File: config.mk
export PLATFORM = sky130hd
export DESIGN_NAME = nvx_cmd
export DESIGN_NICKNAME = d
export VERILOG_FILES = /design/src/nvx_pkg.sv /design/src/nvx_cmd.sv
export SDC_FILE = /design/constraint.sdc
export NUM_CORES = 2
export LEC_CHECK = 0
export BUFFER_PORTS_ARGS = -buffer_cell sky130_fd_sc_hd__buf_2
export CORE_ASPECT_RATIO = 0.75
export CORE_MARGIN = 8
export CORE_UTILIZATION = 60
export CTS_CLUSTER_DIAMETER = 50
export DETAILED_ROUTE_END_ITERATION = 8
export GPL_ROUTABILITY_DRIVEN = 0
export PLACE_DENSITY = 0.83
export SLEW_MARGIN = 10
export SYNTH_ARGS = -nofsm -noshare
export SYNTH_HDL_FRONTEND = slang
export SYNTH_SLANG_ARGS = --single-unit
File: constraint.sdc
create_clock -name clk_i -period 7 [get_ports clk_i]
set_input_delay 1.4 -clock clk_i [delete_from_list [all_inputs] [get_ports clk_i]]
set_output_delay 1.4 -clock clk_i [all_outputs]
set_load 0.02 [all_outputs]
File: src/nvx_pkg.sv
// Purpose: constants, command codes and decode helpers for the nvm external command sequencer
// Assumes: byte-wide debug-port memory bus, 32-bit register port
// Notes:   register offsets are byte addresses on the register port
package nvx_pkg;

  // register offsets
  localparam logic [7:0] NVX_REG_CMD    = 8'h00;
  localparam logic [7:0] NVX_REG_CONTROL_REGISTER_A  = 8'h04;
  localparam logic [7:0] NVX_REG_STATUS = 8'h08;
  localparam logic [7:0] NVX_REG_DATA   = 8'h0C;
  localparam logic [7:0] NVX_REG_LOCK   = 8'h10;

  // field positions
  localparam int NVX_CONTROL_REGISTER_A_EXEC_BIT  = 0;
  localparam int NVX_STAT_BUSY_BIT   = 0;
  localparam int NVX_STAT_IFEN_BIT   = 1;
  localparam int NVX_STAT_LOCKED_BIT = 2;
  localparam int NVX_EEPROM_PRESERVE_FUSE_FUSE_IDX = 5;
  localparam int NVX_EEPROM_PRESERVE_FUSE_BIT      = 3;

  // reset values
  localparam logic [6:0]  NVX_CMD_RESET  = 7'h00;
  localparam logic [7:0]  NVX_LOCK_RESET = 8'hFF;
  localparam logic [7:0]  NVX_FUSE_RESET = 8'hFF;
  localparam logic [15:0] NVX_CRC_INIT   = 16'hFFFF;
  localparam logic [15:0] NVX_CRC_POLY   = 16'h1021;

  // timing counts
  localparam int NVX_LOAD_STALL_CYC = 1;

  // command codes
  localparam logic [6:0] NVX_C_NOP       = 7'h00;
  localparam logic [6:0] NVX_C_CHIP_ERASE = 7'h40;
  localparam logic [6:0] NVX_C_READ_NVM  = 7'h43;
  localparam logic [6:0] NVX_C_FLOAD     = 7'h23;
  localparam logic [6:0] NVX_C_FBUF_CLR  = 7'h26;
  localparam logic [6:0] NVX_C_FLASH_CRC = 7'h78;
  localparam logic [6:0] NVX_C_APP_CRC   = 7'h38;
  localparam logic [6:0] NVX_C_BOOT_ERASE = 7'h68;
  localparam logic [6:0] NVX_C_BOOT_PERA = 7'h2A;
  localparam logic [6:0] NVX_C_BOOT_PWR  = 7'h2C;
  localparam logic [6:0] NVX_C_BOOT_PEW  = 7'h2D;
  localparam logic [6:0] NVX_C_BOOT_CRC  = 7'h39;
  localparam logic [6:0] NVX_C_USIG_RD   = 7'h01;
  localparam logic [6:0] NVX_C_USIG_ER   = 7'h18;
  localparam logic [6:0] NVX_C_USIG_WR   = 7'h1A;
  localparam logic [6:0] NVX_C_CAL_RD    = 7'h02;
  localparam logic [6:0] NVX_C_FUSE_RD   = 7'h07;
  localparam logic [6:0] NVX_C_FUSE_WR   = 7'h4C;
  localparam logic [6:0] NVX_C_LOCK_WR   = 7'h08;
  localparam logic [6:0] NVX_C_ELOAD     = 7'h33;
  localparam logic [6:0] NVX_C_EBUF_CLR  = 7'h36;
  localparam logic [6:0] NVX_C_EE_ERASE  = 7'h30;
  localparam logic [6:0] NVX_C_EE_PERA   = 7'h32;
  localparam logic [6:0] NVX_C_EE_PWR    = 7'h34;
  localparam logic [6:0] NVX_C_EE_PEW    = 7'h35;
  localparam logic [6:0] NVX_C_EE_RD     = 7'h06;

  // commands started by the execute bit
  function automatic logic nvx_is_action(input logic [6:0] c);
    return c inside {NVX_C_CHIP_ERASE, NVX_C_FBUF_CLR, NVX_C_FLASH_CRC, NVX_C_BOOT_CRC,
                     NVX_C_LOCK_WR, NVX_C_EBUF_CLR, NVX_C_EE_ERASE};
  endfunction

  // commands started by a debug-port load
  function automatic logic nvx_is_read(input logic [6:0] c);
    return c inside {NVX_C_READ_NVM, NVX_C_USIG_RD, NVX_C_CAL_RD, NVX_C_FUSE_RD, NVX_C_EE_RD};
  endfunction

  // commands handed to the array back end (erase and program operations)
  function automatic logic nvx_is_backend(input logic [6:0] c);
    return c inside {NVX_C_CHIP_ERASE, NVX_C_BOOT_ERASE, NVX_C_BOOT_PERA, NVX_C_BOOT_PWR,
                     NVX_C_BOOT_PEW, NVX_C_USIG_ER, NVX_C_USIG_WR, NVX_C_EE_ERASE,
                     NVX_C_EE_PERA, NVX_C_EE_PWR, NVX_C_EE_PEW};
  endfunction

  // commands started by a debug-port store
  function automatic logic nvx_is_write(input logic [6:0] c);
    return (nvx_is_backend(c) && c != NVX_C_CHIP_ERASE && c != NVX_C_EE_ERASE) ||
           c inside {NVX_C_FLOAD, NVX_C_ELOAD, NVX_C_FUSE_WR, NVX_C_LOCK_WR};
  endfunction

endpackage

File: src/nvx_cmd.sv
// Purpose: command sequencer of the nvm controller when driven from the program/debug port
// Assumes: one 200 MHz clock; array back end answers each start with one done pulse
// Notes:   page buffers live here; the back end reads them through the buffer read port
//
// The implementer's own choices: the register addresses and strobed register access.
`timescale 1ns/100ps
module nvx_cmd
  import nvx_pkg::*;
#(
  parameter int AW         = 24,
  parameter int FBUF_WORDS = 64,
  parameter int EBUF_BYTES = 32,
  parameter logic [23:0] FLASH_BASE  = 24'h800000,
  parameter logic [23:0] FLASH_BYTES = 24'h000100,
  parameter logic [23:0] BOOT_BASE   = 24'h8000C0,
  parameter logic [23:0] BOOT_BYTES  = 24'h000040,
  parameter int FUSE_COUNT = 8
) (
  input  wire logic          clk_i,
  input  wire logic          reset_n_i,
  input  wire logic [7:0]    reg_addr_i,
  input  wire logic [31:0]   reg_wdata_i,
  input  wire logic          reg_wr_i,
  input  wire logic          reg_rd_i,
  output logic      [31:0]   reg_rdata_o,
  input  wire logic [AW-1:0] dp_addr_i,
  input  wire logic [7:0]    dp_wdata_i,
  input  wire logic          dp_wr_i,
  input  wire logic          dp_rd_i,
  output logic      [7:0]    dp_rdata_o,
  output logic               dp_rvalid_o,
  output logic               dp_stall_o,
  output logic               mem_start_o,
  output logic      [6:0]    mem_cmd_o,
  output logic      [AW-1:0] mem_addr_o,
  output logic               mem_keep_eeprom_o,
  input  wire logic          mem_done_i,
  output logic               mem_rd_o,
  output logic      [AW-1:0] mem_rd_addr_o,
  input  wire logic [7:0]    mem_rd_data_i,
  input  wire logic [5:0]    buf_rd_idx_i,
  output logic      [16:0]   buf_rd_data_o,
  output logic               busy_o,
  output logic               memory_interface_enabled_o
);

  typedef enum logic [2:0] {NVX_IDLE, NVX_BACKEND, NVX_LOCAL, NVX_CRC_RD, NVX_CRC_WAIT, NVX_CRC_ACC} nvx_state_t;

  nvx_state_t         state_r;
  logic [6:0]         cmd_r;
  logic [15:0]        data_r;
  logic [7:0]         lock_r;
  logic [7:0]         fuse_r [FUSE_COUNT];
  logic [15:0]        fbuf_r [FBUF_WORDS];
  logic [7:0]         ebuf_r [EBUF_BYTES];
  logic [EBUF_BYTES-1:0] etag_r;
  logic [7:0]         tmp_lo_r;
  logic               ifen_r;
  logic [1:0]         rd_stage_r;
  logic [3:0]         load_stall_r;
  logic [15:0]        crc_r;
  logic [AW-1:0]      crc_addr_r;
  logic [AW-1:0]      crc_last_r;
  logic               clr_fbuf_r;
  logic               clr_ebuf_r;
  logic               busy;
  logic               locked_all;
  logic               allowed;
  logic               exec_go;
  logic               dp_idle;
  logic               wr_go;
  logic               rd_go;

  // bitwise crc update over one byte
  function automatic logic [15:0] nvx_crc_byte(input logic [15:0] c, input logic [7:0] d);
    logic [15:0] v;
    v = c ^ {d, 8'h00};
    for (int i = 0; i < 8; i++) begin
      v = v[15] ? ((v << 1) ^ NVX_CRC_POLY) : (v << 1);
    end
    return v;
  endfunction

  // trigger qualification
  assign busy       = (state_r != NVX_IDLE);
  assign locked_all = (lock_r[1:0] == 2'b00);
  assign allowed    = !locked_all || cmd_r == NVX_C_CHIP_ERASE || cmd_r == NVX_C_FLASH_CRC;
  assign exec_go = reg_wr_i && reg_addr_i == NVX_REG_CONTROL_REGISTER_A && reg_wdata_i[NVX_CONTROL_REGISTER_A_EXEC_BIT]
                   && !busy && allowed && nvx_is_action(cmd_r);
  // debug-port triggers ignored while busy or stalled
  assign dp_idle = !busy && ifen_r && rd_stage_r == 2'd0 && load_stall_r == 4'd0;
  assign wr_go   = dp_wr_i && dp_idle && allowed && nvx_is_write(cmd_r);
  assign rd_go   = dp_rd_i && dp_idle;

  assign busy_o                     = busy;
  assign memory_interface_enabled_o = ifen_r;
  // stall covers busy, read in flight, post-load hold and a disconnected bus
  assign dp_stall_o = !dp_idle;

  // sequencer: busy from launch to completion
  always_ff @(posedge clk_i or negedge reset_n_i) begin
    if (!reset_n_i) begin
      state_r     <= NVX_IDLE;
      mem_start_o <= 1'b0;
      mem_cmd_o   <= NVX_C_NOP;
      mem_addr_o  <= '0;
      crc_addr_r  <= '0;
      crc_last_r  <= '0;
      crc_r       <= NVX_CRC_INIT;
    end else begin
      mem_start_o <= 1'b0;
      unique case (state_r)
        NVX_IDLE: begin
          if (exec_go) begin
            mem_cmd_o <= cmd_r;
            if (cmd_r == NVX_C_FLASH_CRC || cmd_r == NVX_C_BOOT_CRC) begin
              crc_addr_r <= (cmd_r == NVX_C_BOOT_CRC) ? BOOT_BASE[AW-1:0] : FLASH_BASE[AW-1:0];
              crc_last_r <= (cmd_r == NVX_C_BOOT_CRC) ? AW'(BOOT_BASE + BOOT_BYTES - 24'h000001)
                                                      : AW'(FLASH_BASE + FLASH_BYTES - 24'h000001);
              crc_r      <= NVX_CRC_INIT;
              state_r    <= NVX_CRC_RD;
            end else if (nvx_is_backend(cmd_r)) begin
              // whole section erase on execute bit
              mem_start_o <= 1'b1;
              state_r     <= NVX_BACKEND;
            end else begin
              state_r <= NVX_LOCAL;
            end
          end else if (wr_go) begin
            mem_cmd_o <= cmd_r;
            // page chosen by the written address
            mem_addr_o <= dp_addr_i;
            if (nvx_is_backend(cmd_r)) begin
              // page ops as one back-end run
              mem_start_o <= 1'b1;
              state_r     <= NVX_BACKEND;
            end else if (cmd_r == NVX_C_FUSE_WR || cmd_r == NVX_C_LOCK_WR) begin
              state_r <= NVX_LOCAL;
            end
          end
        end
        NVX_BACKEND: begin
          if (mem_done_i) begin
            state_r <= NVX_IDLE;
          end
        end
        NVX_LOCAL: begin
          state_r <= NVX_IDLE;
        end
        NVX_CRC_RD: begin
          state_r <= NVX_CRC_WAIT;
        end
        NVX_CRC_WAIT: begin
          state_r <= NVX_CRC_ACC;
        end
        NVX_CRC_ACC: begin
          crc_r      <= nvx_crc_byte(crc_r, mem_rd_data_i);
          crc_addr_r <= crc_addr_r + AW'(1);
          state_r    <= (crc_addr_r == crc_last_r) ? NVX_IDLE : NVX_CRC_RD;
        end
      endcase
    end
  end

  // eeprom kept when preserve fuse programmed (bit low)
  always_ff @(posedge clk_i or negedge reset_n_i) begin
    if (!reset_n_i) begin
      mem_keep_eeprom_o <= 1'b0;
    end else if (exec_go) begin
      mem_keep_eeprom_o <= !fuse_r[NVX_EEPROM_PRESERVE_FUSE_FUSE_IDX][NVX_EEPROM_PRESERVE_FUSE_BIT];
    end
  end

  // bus disconnected during chip erase and flash crc
  always_ff @(posedge clk_i or negedge reset_n_i) begin
    if (!reset_n_i) begin
      ifen_r <= 1'b1;
    end else if (exec_go && (cmd_r == NVX_C_CHIP_ERASE || cmd_r == NVX_C_FLASH_CRC)) begin
      ifen_r <= 1'b0;
    end else if (!busy) begin
      ifen_r <= 1'b1;
    end
  end

  // command and data registers; writes while busy are dropped so the running op stays coherent
  always_ff @(posedge clk_i or negedge reset_n_i) begin
    if (!reset_n_i) begin
      cmd_r  <= NVX_CMD_RESET;
      data_r <= '0;
    end else if (state_r == NVX_CRC_ACC && crc_addr_r == crc_last_r) begin
      data_r <= nvx_crc_byte(crc_r, mem_rd_data_i);
    end else if (reg_wr_i && !busy) begin
      if (reg_addr_i == NVX_REG_CMD) begin
        cmd_r <= reg_wdata_i[6:0];
      end
      if (reg_addr_i == NVX_REG_DATA) begin
        data_r <= reg_wdata_i[15:0];
      end
    end
  end

  // fuses and lock bits: and-merge, bits only go from erased toward programmed; chip erase resets the lock bits
  // nothing here touches fuses on chip erase
  always_ff @(posedge clk_i or negedge reset_n_i) begin
    if (!reset_n_i) begin
      lock_r <= NVX_LOCK_RESET;
      for (int i = 0; i < FUSE_COUNT; i++) begin
        fuse_r[i] <= NVX_FUSE_RESET;
      end
    end else if (state_r == NVX_BACKEND && mem_done_i && mem_cmd_o == NVX_C_CHIP_ERASE) begin
      lock_r <= NVX_LOCK_RESET;
    end else if (wr_go && cmd_r == NVX_C_FUSE_WR) begin
      fuse_r[dp_addr_i[2:0]] <= fuse_r[dp_addr_i[2:0]] & dp_wdata_i;
    end else if (wr_go && cmd_r == NVX_C_LOCK_WR) begin
      lock_r <= lock_r & dp_wdata_i;
    end else if (exec_go && cmd_r == NVX_C_LOCK_WR) begin
      lock_r <= lock_r & data_r[7:0];
    end
  end

  // buffer clear requests, applied in the local busy cycle
  always_ff @(posedge clk_i or negedge reset_n_i) begin
    if (!reset_n_i) begin
      clr_fbuf_r <= 1'b0;
      clr_ebuf_r <= 1'b0;
    end else begin
      clr_fbuf_r <= exec_go && cmd_r == NVX_C_FBUF_CLR;
      // eeprom buffer clear on execute bit
      clr_ebuf_r <= exec_go && cmd_r == NVX_C_EBUF_CLR;
    end
  end

  // flash buffer: low byte parked, word stored with the high byte
  always_ff @(posedge clk_i or negedge reset_n_i) begin
    if (!reset_n_i) begin
      tmp_lo_r <= 8'h00;
      for (int i = 0; i < FBUF_WORDS; i++) begin
        fbuf_r[i] <= 16'hFFFF;
      end
    end else if (clr_fbuf_r) begin
      for (int i = 0; i < FBUF_WORDS; i++) begin
        fbuf_r[i] <= 16'hFFFF;
      end
    end else if (wr_go && cmd_r == NVX_C_FLOAD) begin
      // relies on low byte arriving first
      if (!dp_addr_i[0]) begin
        tmp_lo_r <= dp_wdata_i;
      end else begin
        fbuf_r[dp_addr_i[$clog2(FBUF_WORDS):1]] <= {dp_wdata_i, tmp_lo_r};
      end
    end
  end

  // eeprom buffer byte load with tag
  always_ff @(posedge clk_i or negedge reset_n_i) begin
    if (!reset_n_i) begin
      etag_r <= '0;
      for (int i = 0; i < EBUF_BYTES; i++) begin
        ebuf_r[i] <= 8'hFF;
      end
    end else if (clr_ebuf_r) begin
      etag_r <= '0;
      for (int i = 0; i < EBUF_BYTES; i++) begin
        ebuf_r[i] <= 8'hFF;
      end
    end else if (wr_go && cmd_r == NVX_C_ELOAD) begin
      ebuf_r[dp_addr_i[$clog2(EBUF_BYTES)-1:0]] <= dp_wdata_i;
      etag_r[dp_addr_i[$clog2(EBUF_BYTES)-1:0]] <= 1'b1;
    end
  end

  // hold the port after every buffer load
  always_ff @(posedge clk_i or negedge reset_n_i) begin
    if (!reset_n_i) begin
      load_stall_r <= 4'd0;
    end else if (wr_go && (cmd_r == NVX_C_FLOAD || cmd_r == NVX_C_ELOAD)) begin
      load_stall_r <= 4'(NVX_LOAD_STALL_CYC);
    end else if (load_stall_r != 4'd0) begin
      load_stall_r <= load_stall_r - 4'd1;
    end
  end

  // back-end view of the buffers: flash word for flash ops, tag and byte for eeprom ops
  always_ff @(posedge clk_i or negedge reset_n_i) begin
    if (!reset_n_i) begin
      buf_rd_data_o <= '0;
    end else if (mem_cmd_o inside {NVX_C_EE_PERA, NVX_C_EE_PWR, NVX_C_EE_PEW, NVX_C_EE_ERASE,
                                   NVX_C_ELOAD, NVX_C_EBUF_CLR}) begin
      buf_rd_data_o <= {etag_r[buf_rd_idx_i[$clog2(EBUF_BYTES)-1:0]], 8'h00,
                        ebuf_r[buf_rd_idx_i[$clog2(EBUF_BYTES)-1:0]]};
    end else begin
      buf_rd_data_o <= {1'b1, fbuf_r[buf_rd_idx_i[$clog2(FBUF_WORDS)-1:0]]};
    end
  end

  // read path: array reads take two stages, fuse reads and refusals answer next cycle
  always_ff @(posedge clk_i or negedge reset_n_i) begin
    if (!reset_n_i) begin
      rd_stage_r    <= 2'd0;
      mem_rd_o      <= 1'b0;
      mem_rd_addr_o <= '0;
      dp_rdata_o    <= 8'h00;
      dp_rvalid_o   <= 1'b0;
    end else begin
      mem_rd_o    <= 1'b0;
      dp_rvalid_o <= 1'b0;
      if (state_r == NVX_CRC_RD) begin
        mem_rd_o      <= 1'b1;
        mem_rd_addr_o <= crc_addr_r;
      end else if (rd_go) begin
        if (!allowed || !nvx_is_read(cmd_r)) begin
          dp_rdata_o  <= 8'h00;
          dp_rvalid_o <= 1'b1;
        end else if (cmd_r == NVX_C_FUSE_RD) begin
          dp_rdata_o  <= fuse_r[dp_addr_i[2:0]];
          dp_rvalid_o <= 1'b1;
        end else begin
          mem_rd_o      <= 1'b1;
          mem_rd_addr_o <= dp_addr_i;
          rd_stage_r    <= 2'd1;
        end
      end else if (rd_stage_r == 2'd1) begin
        rd_stage_r <= 2'd2;
      end else if (rd_stage_r == 2'd2) begin
        dp_rdata_o  <= mem_rd_data_i;
        dp_rvalid_o <= 1'b1;
        rd_stage_r  <= 2'd0;
      end
    end
  end

  // register read port, data one cycle after the strobe
  always_ff @(posedge clk_i or negedge reset_n_i) begin
    if (!reset_n_i) begin
      reg_rdata_o <= 32'h00000000;
    end else if (reg_rd_i) begin
      unique case (reg_addr_i)
        NVX_REG_CMD:    reg_rdata_o <= {25'h0, cmd_r};
        NVX_REG_CONTROL_REGISTER_A:  reg_rdata_o <= {31'h0, busy};
        NVX_REG_STATUS: reg_rdata_o <= {29'h0, locked_all, ifen_r, busy};
        NVX_REG_DATA:   reg_rdata_o <= {16'h0, data_r};
        NVX_REG_LOCK:   reg_rdata_o <= {24'h0, lock_r};
        default:        reg_rdata_o <= 32'h00000000;
      endcase
    end
  end

endmodule

==> impl_metrics.env <==
export IMPL_status="complete, no violations"
export IMPL_nets=6408
export IMPL_finalSetupTns_ns=0
export IMPL_critical_path_class="reg -> reg"
export IMPL_skew_ns=0.0346
export IMPL_synth_distinct_cells=83
export IMPL_synth_top_flop_cell="sky130_fd_sc_hd__dfstp_2"
export IMPL_max_clock_freq_mhz=203
export IMPL_start_util_pct=60.3
export IMPL_viasPerCell=6.86
export IMPL_synthMostInstantiatedCell="sky130_fd_sc_hd__dfstp_2"
export IMPL_chipHeight_um=325
export IMPL_cp_data_required_time_ns=7.72
export IMPL_reg_area_sq_um=41000
export IMPL_postCtsSetupBuffers=0
export IMPL_worstMarginPinSlew_ns=1.19
export IMPL_worstPathArrival_ns=5.66
export IMPL_power_density_nw_per_um2=233
export IMPL_die_width_um=428
export IMPL_worstSetupPathDepth=7
export IMPL_synth_cell_area_sq_um=76200
export IMPL_synthesis_yosys_warnings=0
export IMPL_nFillCells=8745
export IMPL_dp_hpwl_um=131000
export IMPL_drive_above_1_share_pct=39.1
export IMPL_synth_edf_count=0
export IMPL_timing_reg2reg_worst_path_depth=7
export IMPL_ys_seq_elements=1568
export IMPL_synth_largest_area_cell="sky130_fd_sc_hd__dfstp_2"
export IMPL_drc=0
export IMPL_worst_setup_path_startpoint="cmd_r[6]$_DFFE_PN0P_"
export IMPL_async_reset_ff_share_pct=100
export IMPL_startpoint_of_the_lowest_slack_register_to_register_path="cmd_r[6]$_DFFE_PN0P_"
export IMPL_synth_seq_area_share_pct=53.7
export IMPL_timing_critical_path_max_delay_family="simple AND/OR/NAND/NOR gates"
export IMPL_cts_root_buf="sky130_fd_sc_hd__clkbuf_16"
export IMPL_critical_path_slowest_cell="sky130_fd_sc_hd__nor2_2"
export IMPL_worst_hold_slack_ns=0.472
export IMPL_antenna_violating_nets_post_route=0
export IMPL_cts_hold_fix_buffers=0
export IMPL_timing_final_max_slew_violations=0
export IMPL_numClockSinks=1568
export IMPL_ctsResizeCount=0
export IMPL_number_of_global_route_vias_before_repair=56088
export IMPL_cts_htree_levels=4
export IMPL_fin_total_pwr_w=0.0194
export IMPL_std_cell_rows=113
export IMPL_timing_hold_worst_path_depth=2
export IMPL_finalSetupViolCount=0
export IMPL_synth_largest_type_area_fraction_pct=47.2
export IMPL_timing_slew_headroom_pct=20.4
export IMPL_p_leak_nw=39.3
export IMPL_clkLatencyLatePin_ns=0.83
export IMPL_synth_top_cells_by_count="sky130_fd_sc_hd__dfstp_2 (1369), sky130_fd_sc_hd__nor2b_1 (738), sky130_fd_sc_hd__a211o_1 (722)"
export IMPL_critical_path_buf_inv_count=1
export IMPL_hold_path_startpoint="fbuf_r[809]$_DFFE_PN1P_"
export IMPL_dp_worst_setup_slack_ns=1.86
export IMPL_cts_max_path_buffers=3
export IMPL_timing_final_crit_period_ns=4.93
export IMPL_clock_transition_at_the_register_clock_pins_on_the_worst_setup_and_hold_paths_after_cts_ns=0.06
export IMPL_first_iter_violations=7525
export IMPL_grt_first_pass_wirelength_um=333000
export IMPL_irDropWorstVdd_v=0.000249
export IMPL_port_buffers=179
export IMPL_boundaryPins=212
export IMPL_routed_wl_um=215000
export IMPL_core_region_area_sq_um=126000
export IMPL_min_period_over_period_pct=70.5
export IMPL_hold_path_class="reg -> reg"
export IMPL_startpoint_type="register"
export IMPL_synth_area_per_cell_sq_um=11.7
export IMPL_hold_viol_final=0
export IMPL_tritoncts="done"
export IMPL_via_count=55601
export IMPL_multi_input_area_sq_um=32500
export IMPL_ys_top_cells_by_area="sky130_fd_sc_hd__dfstp_2 (47%), sky130_fd_sc_hd__mux4_2 (11%), sky130_fd_sc_hd__a211o_1 (8.3%)"
export IMPL_drv_max_cap_violation_count=0
export IMPL_crit_path_cell_trace="or4b_4 > o31ai_4 > nand4_1 > nor2_2 > buf_4 > nor3_1 > a21oi_1"
export IMPL_rsz0062_at_grt="false"
export IMPL_antenna_found_initial=3
export IMPL_max_stage_delay_ns=1.00
export IMPL_grt_start_max_net_pins=245
export IMPL_drt_first_pass_iters=7
export IMPL_syn_inst=6502
export IMPL_numCtsBuffers=152
export IMPL_routed_wire_length_per_instance_um=26.6
export IMPL_setup_ws_ns=2.07
export IMPL_track_usage_pct=30.6
export IMPL_die_area_sq_um=139000
export IMPL_grt_overflow=0
export IMPL_cp_end_kind="register"
export IMPL_critical_path_peak_fanout=20
export IMPL_layout_area_overhead_vs_synth_pct=9.23
per-layer routing:
layer / vias to the layer above / GRT usage [%] / part of all wire, %
met5: - / 0 / 0.0060
met4: 2 / 14.1 / 4.8
met3: 625 / 8.91 / 12
met2: 3319 / 45.5 / 45
met1: 28431 / 41.7 / 38
li1: 23224 / - / -
worst register-to-register path: cells and delay by family, from the launching register on:
kind / cells / cell delay (ns)
buffers and inverters: 1 / 0.41
and+or+nand+nor: 4 / 2.54
AOI/OAI and AO/OA: 2 / 1.11
DFF: 1 / 0.80
cell families (layout without fill, tap and decap cells):
| logic type | after synthesis | after routing | synth area share (%) |
|---|---|---|---|
| and+or+nand+nor | 2006 | 2006 | 14.0 |
| AOI/OAI and AO/OA | 1644 | 1644 | 14.9 |
| DFF | 1568 | 1568 | 53.7 |
| buffers and inverters | 734 | 651 | 4.03 |
| muxes | 497 | 497 | 12.7 |
| xor gates and xnor gates | 49 | 49 | 0.563 |
| adders and majority gates | 3 | 3 | 0.0492 |
| other | 1 | 19 | 0.00492 |
power by group:
| group | internal, W | switching [W] |
|---|---|---|
| registers | 0.00927 | 0.000110 |
| clock network | 0.00502 | 0.00363 |
| logic | 0.000407 | 0.000994 |
| total | 0.0147 | 0.00473 |
cell type report:
cell class                      instances  area share, %
Tap cell                             1667           2.50
Clock buffer                          229           5.46
Clock inverter                         47          0.807
Multi-Input combinational cell       4215           39.0
Timing Repair Buffer                  339           2.82
Sequential cell                      1568           49.2
Antenna cell                            3        0.00902
Inverter                               36          0.162
sequential cells by signal (all words and copies together), names as in the netlist, 2 cells and up:
name,cells
buf_rd_data_o,17
cmd_r,7
crc_addr_r,24
crc_r,16
data_r,16
dp_rdata_o,8
ebuf_r,256
etag_r,32
fbuf_r,1024
fuse_r,64
load_stall_r,4
lock_r,8
mem_addr_o,24
mem_cmd_o,7
mem_rd_addr_o,24
rd_stage_r,2
reg_rdata_o,16
state_r,3
tmp_lo_r,8
cells in the final DEF, fill, tap and decap left out, drive strengths merged, types with 15 or more instances in the layout:
| master | n |
|---|---|
| dfstp | 1369 |
| nor2b | 738 |
| a211o | 722 |
| a21oi | 583 |
| nor3 | 450 |
| nor2 | 447 |
| mux4 | 368 |
| buf | 339 |
| clkbuf | 229 |
| dfrtp | 199 |
| nand2 | 186 |
| o21ai | 166 |
| mux2 | 77 |
| o22ai | 52 |
| mux2i | 52 |
| inv | 43 |
| nand3 | 41 |
| a22oi | 35 |
| xnor2 | 25 |
| xor2 | 24 |
| clkinv | 23 |
| nor4 | 23 |
| nand4 | 21 |
| conb | 16 |
| or2 | 15 |
| nand2b | 15 |
through the flow:
stage	util, %	area (sq um)	std cells
2_1_floorplan	-	76300	6517
3_3_place_gp	61.7	78000	7825
3_5_place_dp	61.7	78000	7825
4_1_cts	65.9	83300	8101
5_1_grt	65.9	83300	8103
6_report	65.9	83300	8104
worst paths after layout:
path                                                      end  slack, ns
worst max-delay path                  fbuf_r[486]$_DFFE_PN1P_       2.07
worst min-delay path                  fbuf_r[809]$_DFFE_PN1P_       0.47
worst max register to register        fbuf_r[486]$_DFFE_PN1P_       2.07
worst min register to register        fbuf_r[809]$_DFFE_PN1P_       0.47
max in group asynchronous       mem_rd_addr_o[16]$_DFFE_PN0P_       4.67
min in group asynchronous              etag_r[23]$_DFFE_PN0P_       0.73
Power figures use the tool's default switching activity.
